[config.mk]
export PLATFORM = sky130hd
export DESIGN_NAME = dlm_core
export DESIGN_NICKNAME = d
export VERILOG_FILES = /design/src/core/dlm_pkg.sv /design/src/core/dlm_core.sv
export SDC_FILE = /design/constraint.sdc
export NUM_CORES = 1
export LEC_CHECK = 0
export BUFFER_PORTS_ARGS = -buffer_cell sky130_fd_sc_hd__buf_2
export CAP_MARGIN = 0
export CORE_MARGIN = 2
export CORE_UTILIZATION = 50
export CTS_CLUSTER_SIZE = 20
export DETAILED_ROUTE_END_ITERATION = 10
export PLACE_DENSITY_LB_ADDON = 0.12
export SETUP_SLACK_MARGIN = 0.15
export SYNTH_ARGS = -nofsm -noshare
export SYNTH_HDL_FRONTEND = slang
export SYNTH_SLANG_ARGS = --single-unit
[constraint.sdc]
create_clock -name clk -period 5.7 [get_ports clk]
set_clock_uncertainty 0.1 [all_clocks]
set_input_delay 1.14 -clock clk [delete_from_list [all_inputs] [get_ports clk]]
set_output_delay 1.14 -clock clk [all_outputs]
set_load 0.03 [all_outputs]
[src/core/dlm_pkg.sv]
package dlm_pkg;
  // ---------------------------------------------------------------
  // Register map
  // ---------------------------------------------------------------
  localparam logic [7:0] OFF_CTRL = 8'h00;
  localparam logic [7:0] OFF_OWN_RANK = 8'h04;
  localparam logic [7:0] OFF_LDR_RANK = 8'h08;
  localparam logic [7:0] OFF_OWN_ADDR_LO = 8'h0C;
  localparam logic [7:0] OFF_OWN_ADDR_HI = 8'h10;
  localparam logic [7:0] OFF_LDR_ADDR_LO = 8'h14;
  localparam logic [7:0] OFF_LDR_ADDR_HI = 8'h18;
  localparam logic [7:0] OFF_STATUS = 8'h1C;
  localparam logic [7:0] OFF_CYCLE = 8'h20;
  // CTRL bits
  localparam int CTRL_CAPABLE = 0;
  localparam int CTRL_LEAD = 1;
  localparam int CTRL_BACKUP = 2;
  localparam int CTRL_WANT = 3;
  localparam int CTRL_W = 4;
  localparam logic [3:0] CTRL_RESET = 4'h0;
  // Rank word fields
  localparam int RK_PREF = 0;
  localparam int RK_SC = 1;
  localparam int RK_PROF = 8;
  localparam int RK_VIS = 16;
  localparam int RK_TOT = 24;
  localparam int RK_FW = 8;
  // Active report layout
  localparam int REP_ADDR = 0;
  localparam int REP_HASH = 48;
  localparam int REP_KEY = 64;
  localparam int REP_RSV = 67;
  localparam int REP_W = 72;
  // Timing
  localparam logic [2:0] FAIL_CYC_NO_BACKUP = 3'h3;
  localparam logic [2:0] FAIL_CYC_BACKUP = 3'h6;
  localparam int CLK_MHZ = 250;
  localparam int T1_MAX_MS = 1000;
  localparam int MS_NS = 1000000;
  localparam int MS_TICK_CYC = MS_NS / 1000 * CLK_MHZ;
  localparam logic [15:0] LFSR_SEED = 16'hACE1;
  typedef enum logic [2:0] {
    ST_NODE, ST_WAIT_T1, ST_LEADER, ST_MERGE, ST_RESIGNED
  } dlm_state_t;
endpackage

[src/core/dlm_core.sv]
// The register addresses and the APB interface to the registers were decided locally.
`timescale 1ns/100ps
`default_nettype none
module dlm_core #(
  parameter int ADDR_W = 48,
  parameter int CYC_W = 24,
  parameter int MS_TICK = dlm_pkg::MS_TICK_CYC,
  parameter int RESIGN_TMO = 16
) (
  input wire logic clk,
  input wire logic srst,
  input wire logic psel,
  input wire logic penable,
  input wire logic pwrite,
  input wire logic [7:0] paddr,
  input wire logic [31:0] pwdata,
  output logic [31:0] prdata,
  output logic pready,
  output logic pslverr,
  input wire logic mac_cycle_tick,
  input wire logic sched_beacon_seen,
  input wire logic nonpersist_tx_seen,
  input wire logic leader_seen_ind,
  input wire logic dflt_beacon_rx,
  input wire logic dflt_report_rx,
  input wire logic active_beacon_rx,
  input wire logic name_match,
  input wire logic [ADDR_W-1:0] rx_src_addr,
  input wire logic [15:0] rx_name_hash,
  input wire logic [2:0] rx_hash_key_select,
  input wire logic [15:0] calc_name_hash,
  input wire logic peer_preferred,
  input wire logic [7:0] peer_node_count,
  input wire logic [7:0] peer_profile,
  input wire logic peer_sc_capable,
  input wire logic resign_all_done,
  output logic handover_req_send,
  output logic fdb_report_send,
  output logic fab_report_send,
  output logic [dlm_pkg::REP_W-1:0] report_payload,
  output logic force_resign,
  output logic beacon_inhibit,
  output logic confirm_search,
  output logic register_req,
  output logic beacon_start,
  output logic [CYC_W-1:0] first_cycle_len,
  output logic hold_tx_clk,
  output logic skip_align,
  output logic [31:0] rank_params
);
  import dlm_pkg::*;

  // Parameter check at elaboration
  if (ADDR_W != 48 || CYC_W < 8 || CYC_W > 32 || MS_TICK < 1
      || RESIGN_TMO < 1) begin : g_param_check
    $error("dlm_core: unsupported parameters");
  end

  // ---------------------------------------------------------------
  // Register bus
  // ---------------------------------------------------------------
  logic [CTRL_W-1:0] ctrl_reg;
  logic [31:0] own_rank_reg;
  logic [31:0] ldr_rank_reg;
  logic [31:0] own_lo_reg;
  logic [15:0] own_hi_reg;
  logic [31:0] ldr_lo_reg;
  logic [15:0] ldr_hi_reg;
  logic [31:0] prdata_reg;
  logic [CYC_W-1:0] last_len_reg;
  logic [2:0] fail_cnt_reg;
  dlm_state_t state_reg;
  dlm_state_t state_next;

  wire setup = psel & ~penable;
  wire wr = psel & penable & pwrite;
  wire hit_ctrl = paddr == OFF_CTRL;
  wire hit_orank = paddr == OFF_OWN_RANK;
  wire hit_lrank = paddr == OFF_LDR_RANK;
  wire hit_olo = paddr == OFF_OWN_ADDR_LO;
  wire hit_ohi = paddr == OFF_OWN_ADDR_HI;
  wire hit_llo = paddr == OFF_LDR_ADDR_LO;
  wire hit_lhi = paddr == OFF_LDR_ADDR_HI;
  wire hit_stat = paddr == OFF_STATUS;
  wire hit_cyc = paddr == OFF_CYCLE;
  wire mapped = hit_ctrl | hit_orank | hit_lrank | hit_olo | hit_ohi
              | hit_llo | hit_lhi | hit_stat | hit_cyc;
  wire sw_lead_set = wr & hit_ctrl & pwdata[CTRL_LEAD];
  wire sw_lead_clr = wr & hit_ctrl & ~pwdata[CTRL_LEAD];
  wire [31:0] status_word = {24'h000000, confirm_search, fail_cnt_reg,
                             1'b0, state_reg};
  wire [31:0] rd_mux =
      hit_ctrl ? {28'h0000000, ctrl_reg} :
      hit_orank ? own_rank_reg :
      hit_lrank ? ldr_rank_reg :
      hit_olo ? own_lo_reg :
      hit_ohi ? {16'h0000, own_hi_reg} :
      hit_llo ? ldr_lo_reg :
      hit_lhi ? {16'h0000, ldr_hi_reg} :
      hit_stat ? status_word :
      hit_cyc ? 32'(last_len_reg) : 32'h00000000;

  assign pready = 1'b1;
  assign pslverr = psel & penable & ~mapped;
  assign prdata = prdata_reg;

  always_ff @(posedge clk) begin
    if (srst) begin
      ctrl_reg <= CTRL_RESET;
      own_rank_reg <= 32'h00000000;
      ldr_rank_reg <= 32'h00000000;
      own_lo_reg <= 32'h00000000;
      own_hi_reg <= 16'h0000;
      ldr_lo_reg <= 32'h00000000;
      ldr_hi_reg <= 16'h0000;
      prdata_reg <= 32'h00000000;
    end else begin
      if (setup) prdata_reg <= rd_mux;
      if (wr & hit_ctrl) ctrl_reg <= pwdata[CTRL_W-1:0];
      if (wr & hit_orank) own_rank_reg <= pwdata;
      if (wr & hit_lrank) ldr_rank_reg <= pwdata;
      if (wr & hit_olo) own_lo_reg <= pwdata;
      if (wr & hit_ohi) own_hi_reg <= pwdata[15:0];
      if (wr & hit_llo) ldr_lo_reg <= pwdata;
      if (wr & hit_lhi) ldr_hi_reg <= pwdata[15:0];
    end
  end

  // ---------------------------------------------------------------
  // Ranking
  // ---------------------------------------------------------------
  wire [ADDR_W-1:0] own_addr = {own_hi_reg, own_lo_reg};
  wire [ADDR_W-1:0] ldr_addr = {ldr_hi_reg, ldr_lo_reg};
  wire [RK_FW-1:0] o_prof = own_rank_reg[RK_PROF +: RK_FW];
  wire [RK_FW-1:0] l_prof = ldr_rank_reg[RK_PROF +: RK_FW];
  wire [RK_FW-1:0] o_vis = own_rank_reg[RK_VIS +: RK_FW];
  wire [RK_FW-1:0] l_vis = ldr_rank_reg[RK_VIS +: RK_FW];
  wire [RK_FW-1:0] o_tot = own_rank_reg[RK_TOT +: RK_FW];
  wire [RK_FW-1:0] l_tot = ldr_rank_reg[RK_TOT +: RK_FW];
  wire o_pref = own_rank_reg[RK_PREF];
  wire l_pref = ldr_rank_reg[RK_PREF];
  wire o_sc = own_rank_reg[RK_SC];
  wire l_sc = ldr_rank_reg[RK_SC];
  // Ratios compared by cross products
  wire [2*RK_FW-1:0] vis_o = (2*RK_FW)'(o_vis) * (2*RK_FW)'(l_tot);
  wire [2*RK_FW-1:0] vis_l = (2*RK_FW)'(l_vis) * (2*RK_FW)'(o_tot);
  wire own_gt_ldr = (o_pref != l_pref) ? o_pref :
                    (o_prof != l_prof) ? (o_prof > l_prof) :
                    (vis_o != vis_l) ? (vis_o > vis_l) :
                    (o_sc & ~l_sc);
  assign rank_params = own_rank_reg;

  logic [ADDR_W-1:0] own_rev;
  logic [ADDR_W-1:0] peer_rev;
  for (genvar gi = 0; gi < ADDR_W; gi++) begin : g_rev
    assign own_rev[gi] = own_addr[ADDR_W-1-gi];
    assign peer_rev[gi] = rx_src_addr[ADDR_W-1-gi];
  end
  wire merge_lose = (o_pref != peer_preferred) ? peer_preferred :
                    (o_tot != peer_node_count) ? (o_tot < peer_node_count) :
                    (o_prof != peer_profile) ? (o_prof < peer_profile) :
                    (o_sc != peer_sc_capable) ? peer_sc_capable :
                    (own_rev < peer_rev);

  // ---------------------------------------------------------------
  // Beacon events
  // ---------------------------------------------------------------
  wire is_node = state_reg == ST_NODE;
  wire is_leader = state_reg == ST_LEADER;
  wire fdb_evt = is_node & dflt_beacon_rx & name_match
               & (rx_src_addr != ldr_addr);
  wire merge_evt = is_leader & (((dflt_beacon_rx & name_match)
               & (rx_src_addr != own_addr)) | dflt_report_rx);
  wire hash_hit = active_beacon_rx & (rx_name_hash == calc_name_hash);
  wire fab_evt = is_node & hash_hit & (rx_src_addr != ldr_addr);
  wire conf_evt = is_leader & hash_hit & (rx_src_addr != own_addr);
  wire [REP_W-1:0] fab_payload = {5'h00, rx_hash_key_select, rx_name_hash,
                                  rx_src_addr};

  // ---------------------------------------------------------------
  // Failure detection and timers
  // ---------------------------------------------------------------
  logic quiet_reg;
  logic [CYC_W-1:0] cyc_cnt_reg;
  logic [15:0] lfsr_reg;
  logic [$clog2(MS_TICK+1)-1:0] ms_cnt_reg;
  logic [9:0] t1_cnt_reg;
  logic [$clog2(RESIGN_TMO+1)-1:0] rs_cnt_reg;
  wire activity = sched_beacon_seen | nonpersist_tx_seen
                | leader_seen_ind;
  wire [2:0] fail_thr = ctrl_reg[CTRL_BACKUP] ? FAIL_CYC_BACKUP
                                              : FAIL_CYC_NO_BACKUP;
  wire cyc_quiet = quiet_reg & ~activity;
  wire [2:0] fail_inc = (fail_cnt_reg == fail_thr) ? fail_cnt_reg
                                                   : fail_cnt_reg + 3'h1;
  wire fail_hit = mac_cycle_tick & cyc_quiet & (fail_inc == fail_thr);
  wire ms_tick = ms_cnt_reg == ($bits(ms_cnt_reg))'(MS_TICK - 1);
  wire [9:0] t1_max = 10'(T1_MAX_MS);
  wire [9:0] t1_seed = (lfsr_reg[9:0] > t1_max) ? t1_max
                                                : lfsr_reg[9:0];
  wire t1_done = t1_cnt_reg == 10'h000;
  wire rs_tmo = rs_cnt_reg == ($bits(rs_cnt_reg))'(RESIGN_TMO);
  wire lfsr_fb = lfsr_reg[15] ^ lfsr_reg[13] ^ lfsr_reg[12] ^ lfsr_reg[10];

  always_ff @(posedge clk) begin
    if (srst) begin
      quiet_reg <= 1'b1;
      fail_cnt_reg <= 3'h0;
      cyc_cnt_reg <= '0;
      last_len_reg <= '0;
      lfsr_reg <= LFSR_SEED;
      ms_cnt_reg <= '0;
      t1_cnt_reg <= 10'h000;
      rs_cnt_reg <= '0;
    end else begin
      lfsr_reg <= {lfsr_reg[14:0], lfsr_fb};
      ms_cnt_reg <= ms_tick ? '0 : ms_cnt_reg + 1'b1;
      if (mac_cycle_tick) begin
        quiet_reg <= 1'b1;
        cyc_cnt_reg <= '0;
        fail_cnt_reg <= (cyc_quiet & is_node) ? fail_inc : 3'h0;
        if (~cyc_quiet) last_len_reg <= cyc_cnt_reg + 1'b1;
      end else begin
        if (activity) quiet_reg <= 1'b0;
        cyc_cnt_reg <= cyc_cnt_reg + 1'b1;
      end
      if (state_next == ST_WAIT_T1 && !(state_reg == ST_WAIT_T1)) begin
        t1_cnt_reg <= t1_seed;
      end else if (ms_tick && !t1_done) begin
        t1_cnt_reg <= t1_cnt_reg - 10'h001;
      end
      if (state_reg != ST_MERGE) rs_cnt_reg <= '0;
      else if (mac_cycle_tick && !rs_tmo) rs_cnt_reg <= rs_cnt_reg + 1'b1;
    end
  end

  // ---------------------------------------------------------------
  // Role control
  // ---------------------------------------------------------------
  logic hreq_done_reg;
  logic took_over_reg;
  always_comb begin
    state_next = state_reg;
    case (state_reg)
      ST_NODE: begin
        if (sw_lead_set) state_next = ST_LEADER;
        else if (fail_hit && ctrl_reg[CTRL_CAPABLE] && ctrl_reg[CTRL_WANT])
          state_next = ST_WAIT_T1;
      end
      ST_WAIT_T1: begin
        if (sched_beacon_seen) state_next = ST_NODE;
        else if (t1_done) state_next = ST_LEADER;
      end
      ST_LEADER: begin
        if (sw_lead_clr) state_next = ST_NODE;
        else if (merge_evt && merge_lose) state_next = ST_MERGE;
      end
      ST_MERGE: begin
        if (resign_all_done || rs_tmo) state_next = ST_RESIGNED;
      end
      ST_RESIGNED: begin
        if (sw_lead_clr || sched_beacon_seen) state_next = ST_NODE;
      end
      default: state_next = ST_NODE;
    endcase
  end

  wire takeover = state_reg == ST_WAIT_T1 && state_next == ST_LEADER;
  wire hreq_evt = is_node & ctrl_reg[CTRL_CAPABLE] & own_gt_ldr
                & ~hreq_done_reg;

  always_ff @(posedge clk) begin
    if (srst) begin
      state_reg <= ST_NODE;
      hreq_done_reg <= 1'b0;
      took_over_reg <= 1'b0;
      handover_req_send <= 1'b0;
      fdb_report_send <= 1'b0;
      fab_report_send <= 1'b0;
      report_payload <= '0;
      force_resign <= 1'b0;
      confirm_search <= 1'b0;
      beacon_start <= 1'b0;
      first_cycle_len <= '0;
    end else begin
      state_reg <= state_next;
      hreq_done_reg <= own_gt_ldr & (hreq_done_reg | hreq_evt);
      handover_req_send <= hreq_evt;
      fdb_report_send <= fdb_evt;
      fab_report_send <= fab_evt;
      if (fab_evt) report_payload <= fab_payload;
      force_resign <= state_next == ST_MERGE && state_reg != ST_MERGE;
      beacon_start <= takeover;
      if (takeover) first_cycle_len <= last_len_reg;
      if (state_next == ST_WAIT_T1) took_over_reg <= 1'b1;
      else if (state_next != ST_LEADER) took_over_reg <= 1'b0;
      if (conf_evt) confirm_search <= 1'b1;
      else if (!is_leader || merge_evt) confirm_search <= 1'b0;
    end
  end

  assign beacon_inhibit = state_reg == ST_MERGE
                        || state_reg == ST_RESIGNED;
  assign register_req = state_reg == ST_RESIGNED;
  assign hold_tx_clk = took_over_reg;
  assign skip_align = took_over_reg;
endmodule // dlm_core
`default_nettype wire

---- After elaboration in Yosys (flattened, before gate mapping) ----
Index checks and enable logic that the tools add are counted.
cells by class
  $add $sub $neg .......................... 5
  multiply operators ...................... 2
  div/mod/pow operators ................... 0
  magnitude comparators ................... 6
  equality and inequality tests ........... 31
  shifts and indexed selects .............. 0
  multiplexer cells ....................... 35
  bitwise logic cells ..................... 55
  reductions and logical operators ........ 26
operator list
  operator                                                                number
  32-bit 2-to-1 mux                                                       6
  48-bit != test                                                          2
  24-bit 2-to-1 mux                                                       3
  48-bit less-than comparator                                             1
  1-bit AND                                                               33
  3-bit 2-to-1 mux                                                        11
  8-bit by 5-bit equality test with 1-bit output (second input constant)  4
  8-bit by 8-bit multiplier with 16-bit output                            2
  10-bit 2-to-1 mux                                                       3
  24-bit by 1-bit adder with 24-bit output (second input constant)        1
  8-bit != test                                                           3
  18-bit by 1-bit adder with 18-bit output (second input constant)        1
  18-bit equality test (second input constant)                            1
  16-bit equality test                                                    1
  8-bit by 4-bit equality test with 1-bit output (second input constant)  2
  16-bit greater-than comparator                                          1
  8-bit less-than comparator                                              2
  16-bit != test                                                          1
  3-bit case mux with 5 select lines                                      1
  3-bit by 2-bit equality test with 1-bit output (second input constant)  4
  1-bit OR                                                                12
  1-bit 2-to-1 mux                                                        11
  10-bit greater-than comparator (second input constant)                  1
  10-bit logical NOT                                                      1
  other kinds (22)                                                        52
storage, ports and cells
  flip-flop bits (word level) ............. 399
  bits in latches ......................... 0
  memory bits (writable) .................. 0
  memory bits (read-only) ................. 0
  bits of input ports ..................... 155
  output and inout port bits .............. 172
  word-level logic and storage cells ...... 187
  memories kept ........................... 0

---- Depth between registers and ports, before layout ----
  word-level depth ........................ 14
  gate-level depth with buffers ........... 26
  mapped depth without buffers ............ 25

---- Worst setup path before layout ----
OpenSTA, ideal clock, no wires.
  path type ............................... register to register
  start ................................... register own_rank_reg[31], in the netlist rank_params[31]
  end ..................................... register hreq_done_reg
  arrival time ............................ 5.355 ns
  data required time ...................... 5.466 ns
  slack ................................... 0.111 ns
  stages on the path, launching flop included .. 25
  cells stage by stage .................... dfxtp_1 -> clkbuf_1 -> nand2_1 -> fa_1 -> fa_1 -> inv_1 -> fa_1 -> inv_1 -> fa_1 -> inv_1 -> ha_1 -> nor2b_1 -> o211ai_1 -> nand2_1 -> a21oi_1 -> xor2_1 -> ha_1 -> and3_1 -> nand3_1 -> nor2_1 -> nor2_1 -> a31oi_1 -> o311a_1 -> o2bb2ai_1 -> a211oi_1
between the ends
  longest elaborated chain between the ends .. 9
  elaborated cells on any way between the ends .. 10
  classes of those cells .................. mul: 1; order compare: 1; eq/ne: 1; mux: 3; bitwise: 4
RTL lines
  what                                                              line             text
  from (decl)                                                       dlm_core.sv:63   logic [31:0] own_rank_reg;
  from (signal assigned)                                            dlm_core.sv:120  if (wr & hit_orank) own_rank_reg <= pwdata;
  8-bit by 8-bit multiplier with 16-bit output (*)                  dlm_core.sv:146  wire [2*RK_FW-1:0] vis_l = (2*RK_FW)'(l_vis) * (2*RK_FW)'(o_tot);
  16-bit greater-than comparator or 16-bit != test (tied branches)  dlm_core.sv:149  (vis_o != vis_l) ? (vis_o > vis_l) :
  1-bit 2-to-1 mux (*)                                              dlm_core.sv:149
  1-bit 2-to-1 mux (*)                                              dlm_core.sv:148  (o_prof != l_prof) ? (o_prof > l_prof) :
  1-bit 2-to-1 mux (*)                                              dlm_core.sv:147  wire own_gt_ldr = (o_pref != l_pref) ? o_pref :
  1-bit AND                                                         dlm_core.sv:269  wire hreq_evt = is_node & ctrl_reg[CTRL_CAPABLE] & own_gt_ldr
  1-bit AND                                                         dlm_core.sv:270  & ~hreq_done_reg;
  1-bit OR                                                          dlm_core.sv:287  hreq_done_reg <= own_gt_ldr & (hreq_done_reg | hreq_evt);
  1-bit AND (*)                                                     dlm_core.sv:287
  to (signal assigned)                                              dlm_core.sv:287
  to (decl)                                                         dlm_core.sv:240  logic hreq_done_reg;
Mark *: on every way between the ends. The rest lies on a longest branch, timed or not.
A chain may end at the register's enable or synchronous reset.

---- Final worst setup path ----
  start ................................... register own_rank_reg[18], in the netlist rank_params[18]
  end ..................................... register hreq_done_reg
between the ends
  longest elaborated chain between the ends .. 9
  elaborated cells on any way between the ends .. 10
  classes of those cells .................. mul: 1; order compare: 1; eq/ne: 1; mux: 3; bitwise: 4
RTL lines
  what                                                              line             text
  8-bit by 8-bit multiplier with 16-bit output (*)                  dlm_core.sv:145  wire [2*RK_FW-1:0] vis_o = (2*RK_FW)'(o_vis) * (2*RK_FW)'(l_tot);
  16-bit greater-than comparator or 16-bit != test (tied branches)  dlm_core.sv:149
  1-bit 2-to-1 mux (*)                                              dlm_core.sv:149
  1-bit 2-to-1 mux (*)                                              dlm_core.sv:148
  1-bit 2-to-1 mux (*)                                              dlm_core.sv:147
  1-bit AND                                                         dlm_core.sv:269
  1-bit AND                                                         dlm_core.sv:270
  1-bit OR                                                          dlm_core.sv:287
  1-bit AND (*)                                                     dlm_core.sv:287
Marks and branches as above.

==> impl_metrics.env <==
export IMPL_end_kind="register"
export IMPL_synth_cells_most_frequent="nand2_1 (430), dfxtp_1 (399), a21oi_1 (255), nor2_1 (233), inv_1 (190)"
export IMPL_wl_per_cell_um=20.98
export IMPL_synth_compound_area_frac=0.1342
export IMPL_synth_fa_ha_area_frac=0.1552
export IMPL_min_period_ps=5403
export IMPL_grtUsageTotal=0.3185
export IMPL_drt_iter0_drc=1881
export IMPL_startpoint="rank_params[18]"
export IMPL_worstPathArrival_ps=5700
export IMPL_core_region_area_um2=45090
export IMPL_setup_tns_ps=0
export IMPL_status="complete, no violations"
export IMPL_dp_hpwl_mm=57.59
export IMPL_start_kind="register"
export IMPL_yosysTopAreaCellShare=0.3524
export IMPL_clock_fmax_mhz=185.1
export IMPL_clkLatencyLatePin_ps=590
export IMPL_io_buffers=320
export IMPL_hold_viol_final=0
export IMPL_grt_max_degree=204
export IMPL_synthXorXnorAreaFrac=0.05526
export IMPL_min_path_type="reg -> reg"
export IMPL_io_pins=327
export IMPL_endpoint="hreq_done_reg"
export IMPL_grt_pass1_wl_mm=116.0
export IMPL_crit_type="reg -> reg"
export IMPL_final_cells=3661
export IMPL_path_clk_slew_ps=60
export IMPL_r2r_setup_slack_ps=300
export IMPL_synthToLayoutAreaGrowth_pct=19.50
export IMPL_largest_register="report_payload"
export IMPL_place_inst=3571
export IMPL_ys_types=67
export IMPL_largest_reg_flops=67
export IMPL_htreeDepth=2
export IMPL_drive_gt1_frac=0.1964
export IMPL_p_leak_nw=12.38
export IMPL_synth_top_family_by_area="simple AND/OR/NAND/NOR gates"
export IMPL_cts_path_max_buffers=3
export IMPL_synth_most_common_cell="nand2_1"
export IMPL_cts_sinks=399
export IMPL_nets=3422
export IMPL_reg2reg_depth=25
export IMPL_post_route_drc_count=0
export IMPL_cp_required_ps=5990
export IMPL_ys_seq_elements=399
export IMPL_path_max_fanout=7
export IMPL_synth_mux_area_frac=0.03268
export IMPL_syn_cell_area_um2=22670
export IMPL_vias=20670
export IMPL_antenna_found_initial=3
export IMPL_final_core_util=0.6008
export IMPL_reg2reg_to="hreq_done_reg"
export IMPL_fp_row_count=78
export IMPL_drv_slew=0
export IMPL_synth_async_reset_ratio=0
export IMPL_synth_edf_count=0
export IMPL_synthSimpleGateAreaFrac=0.2110
export IMPL_place_area_um2=25070
export IMPL_die_w_um=216.9
export IMPL_dr_pass1_iters=6
export IMPL_postSynthCellCount=2721
export IMPL_syn_area_per_cell_um2=8.330
export IMPL_ctsHoldBuffers=0
export IMPL_vdd_ir_drop_max_v=0.0002412
export IMPL_initial_core_util=0.5027
export IMPL_yosysWarnings=0
export IMPL_die_y_um=216.9
export IMPL_multi_input_area_um2=13800
export IMPL_seq_area_um2=8045
export IMPL_cts_root_buf="clkbuf_16"
export IMPL_grt_pass1_vias=19970
export IMPL_routed_wl_mm=76.81
export IMPL_min_period_over_period=0.9480
export IMPL_ys_top_cells_by_area="dfxtp_1 (35%), ha_1 (9.2%), nand2_1 (7.1%), fa_1 (6.4%), a21oi_1 (5.6%)"
export IMPL_numCtsBuffers=44
export IMPL_die_area_um2=47050
export IMPL_postRouteAntennaNets=0
export IMPL_overflow=0
export IMPL_yosysTopAreaCell="dfxtp_1"
export IMPL_synthFlopType="dfxtp_1"
export IMPL_finalSetupViolCount=0
export IMPL_r2r_start="rank_params[18]"
export IMPL_p_per_area_nw_per_um2=226.9
export IMPL_rsz0062_at_grt="no"
export IMPL_max_slew_margin=0.2051
export IMPL_avgViaCountPerCell=5.645
export IMPL_fillers=4110
export IMPL_tightest_slew_ps=1189
export IMPL_final_area_um2=27090
export IMPL_cts_tree="yes"
export IMPL_gp_congestion=0.9706
export IMPL_ys_seq_area_frac=0.3524
export IMPL_max_cap_violations=0
power by group:
group | internal [mW] | leakage (nW) | switching [mW] | total [mW]
logic | 0.119 | 8.42 | 0.260 | 0.379
clock network | 1.72 | 0.715 | 1.20 | 2.92
registers | 2.82 | 3.24 | 0.0321 | 2.85
per-stage QoR:
stage	hold WS (ps)	total power, mW	worst slack [ps]
2_1_floorplan	289.5	3.098	167.8
3_3_place_gp	295.4	3.282	104.6
3_5_place_dp	297.3	3.287	1.769
4_1_cts	328.5	6.179	150.5
5_1_grt	339.2	6.323	75.56
6_report	322.5	6.145	296.6
layout make-up:
class,count,share of cell area
tap,600,0.02771
antenna,1,0.00009238
clock buffer,60,0.04619
inverter,190,0.02642
timing repair buffer,409,0.08550
multi-input combinational,1985,0.5094
sequential,399,0.2970
clock inverter,17,0.007668
routing by layer:
metal	wire length (µm)	track usage
met4	3406	0.1368
met2	35420	0.5129
met3	5485	0.05465
met5	24	0
met1	32470	0.4223
worst min-delay path by stage:
stage	startpoint	end	slack, ps	cells past startpoint
global route	lfsr_reg[14]	lfsr_reg[15]	340	1
global placement	lfsr_reg[14]	lfsr_reg[15]	300	1
detailed placement	lfsr_reg[14]	lfsr_reg[15]	300	1
floorplan	lfsr_reg[14]	lfsr_reg[15]	290	1
finish	lfsr_reg[14]	lfsr_reg[15]	320	1
CTS	lfsr_reg[14]	lfsr_reg[15]	330	1
cells by family (layout without fill, tap and decap cells):
logic type	Yosys count	in the layout
adders and majority gates	238	238
and+or+nand+nor	1038	1038
muxes	74	74
xor gates and xnor gates	143	143
DFF	399	399
other	2	7
AOI/OAI and AO/OA	486	486
buffers and inverters	341	676
cells in the final DEF, fill, tap and decap left out, drive strengths merged, types with 9 or more instances in the layout:
cell type	synthesis	final
clkbuf	125	60
and2	116	116
nor3	24	24
dfxtp	399	399
nand2b	16	16
nand4	30	30
clkinv	0	9
inv	190	191
o211ai	10	10
o21ai	31	31
a21oi	255	255
a211oi	35	35
a222oi	15	15
nor2b	25	25
a21o	16	16
xor2	91	91
nand3	75	75
nand2	430	430
and3	18	18
mux2i	74	74
or2	12	12
nor2	234	234
a22oi	52	52
nor4	26	26
a311oi	18	18
fa	72	72
buf	26	409
ha	166	166
xnor2	52	52
critical path, stage by stage, from the launching register on:
cell and delay (ps):
dfxtp_4 370, buf_4 140, and2_1 170, fa_2 400
fa_1 440, ha_1 280, inv_1 40, fa_1 490
inv_2 50, ha_4 240, a21o_1 190, a21oi_2 200
nor2b_4 70, o211ai_1 240, nand2_1 100, a21oi_2 140
xnor2_1 150, ha_1 270, and3_4 190, nand3_2 70
nor2_1 50, nor2_1 100, a31oi_1 90, o311a_4 400
o2bb2ai_4 160, a211oi_2 80
what timing repair did:
item / in CTS / in global routing
gates resized for setup: 21 / 103
endpoints found under the setup margin: 2 / 2
pin swaps: 3 / 96
buffers inserted: 0 / 12
hold endpoints to repair: 0 / 0
(Power assumes the default switching activity.)
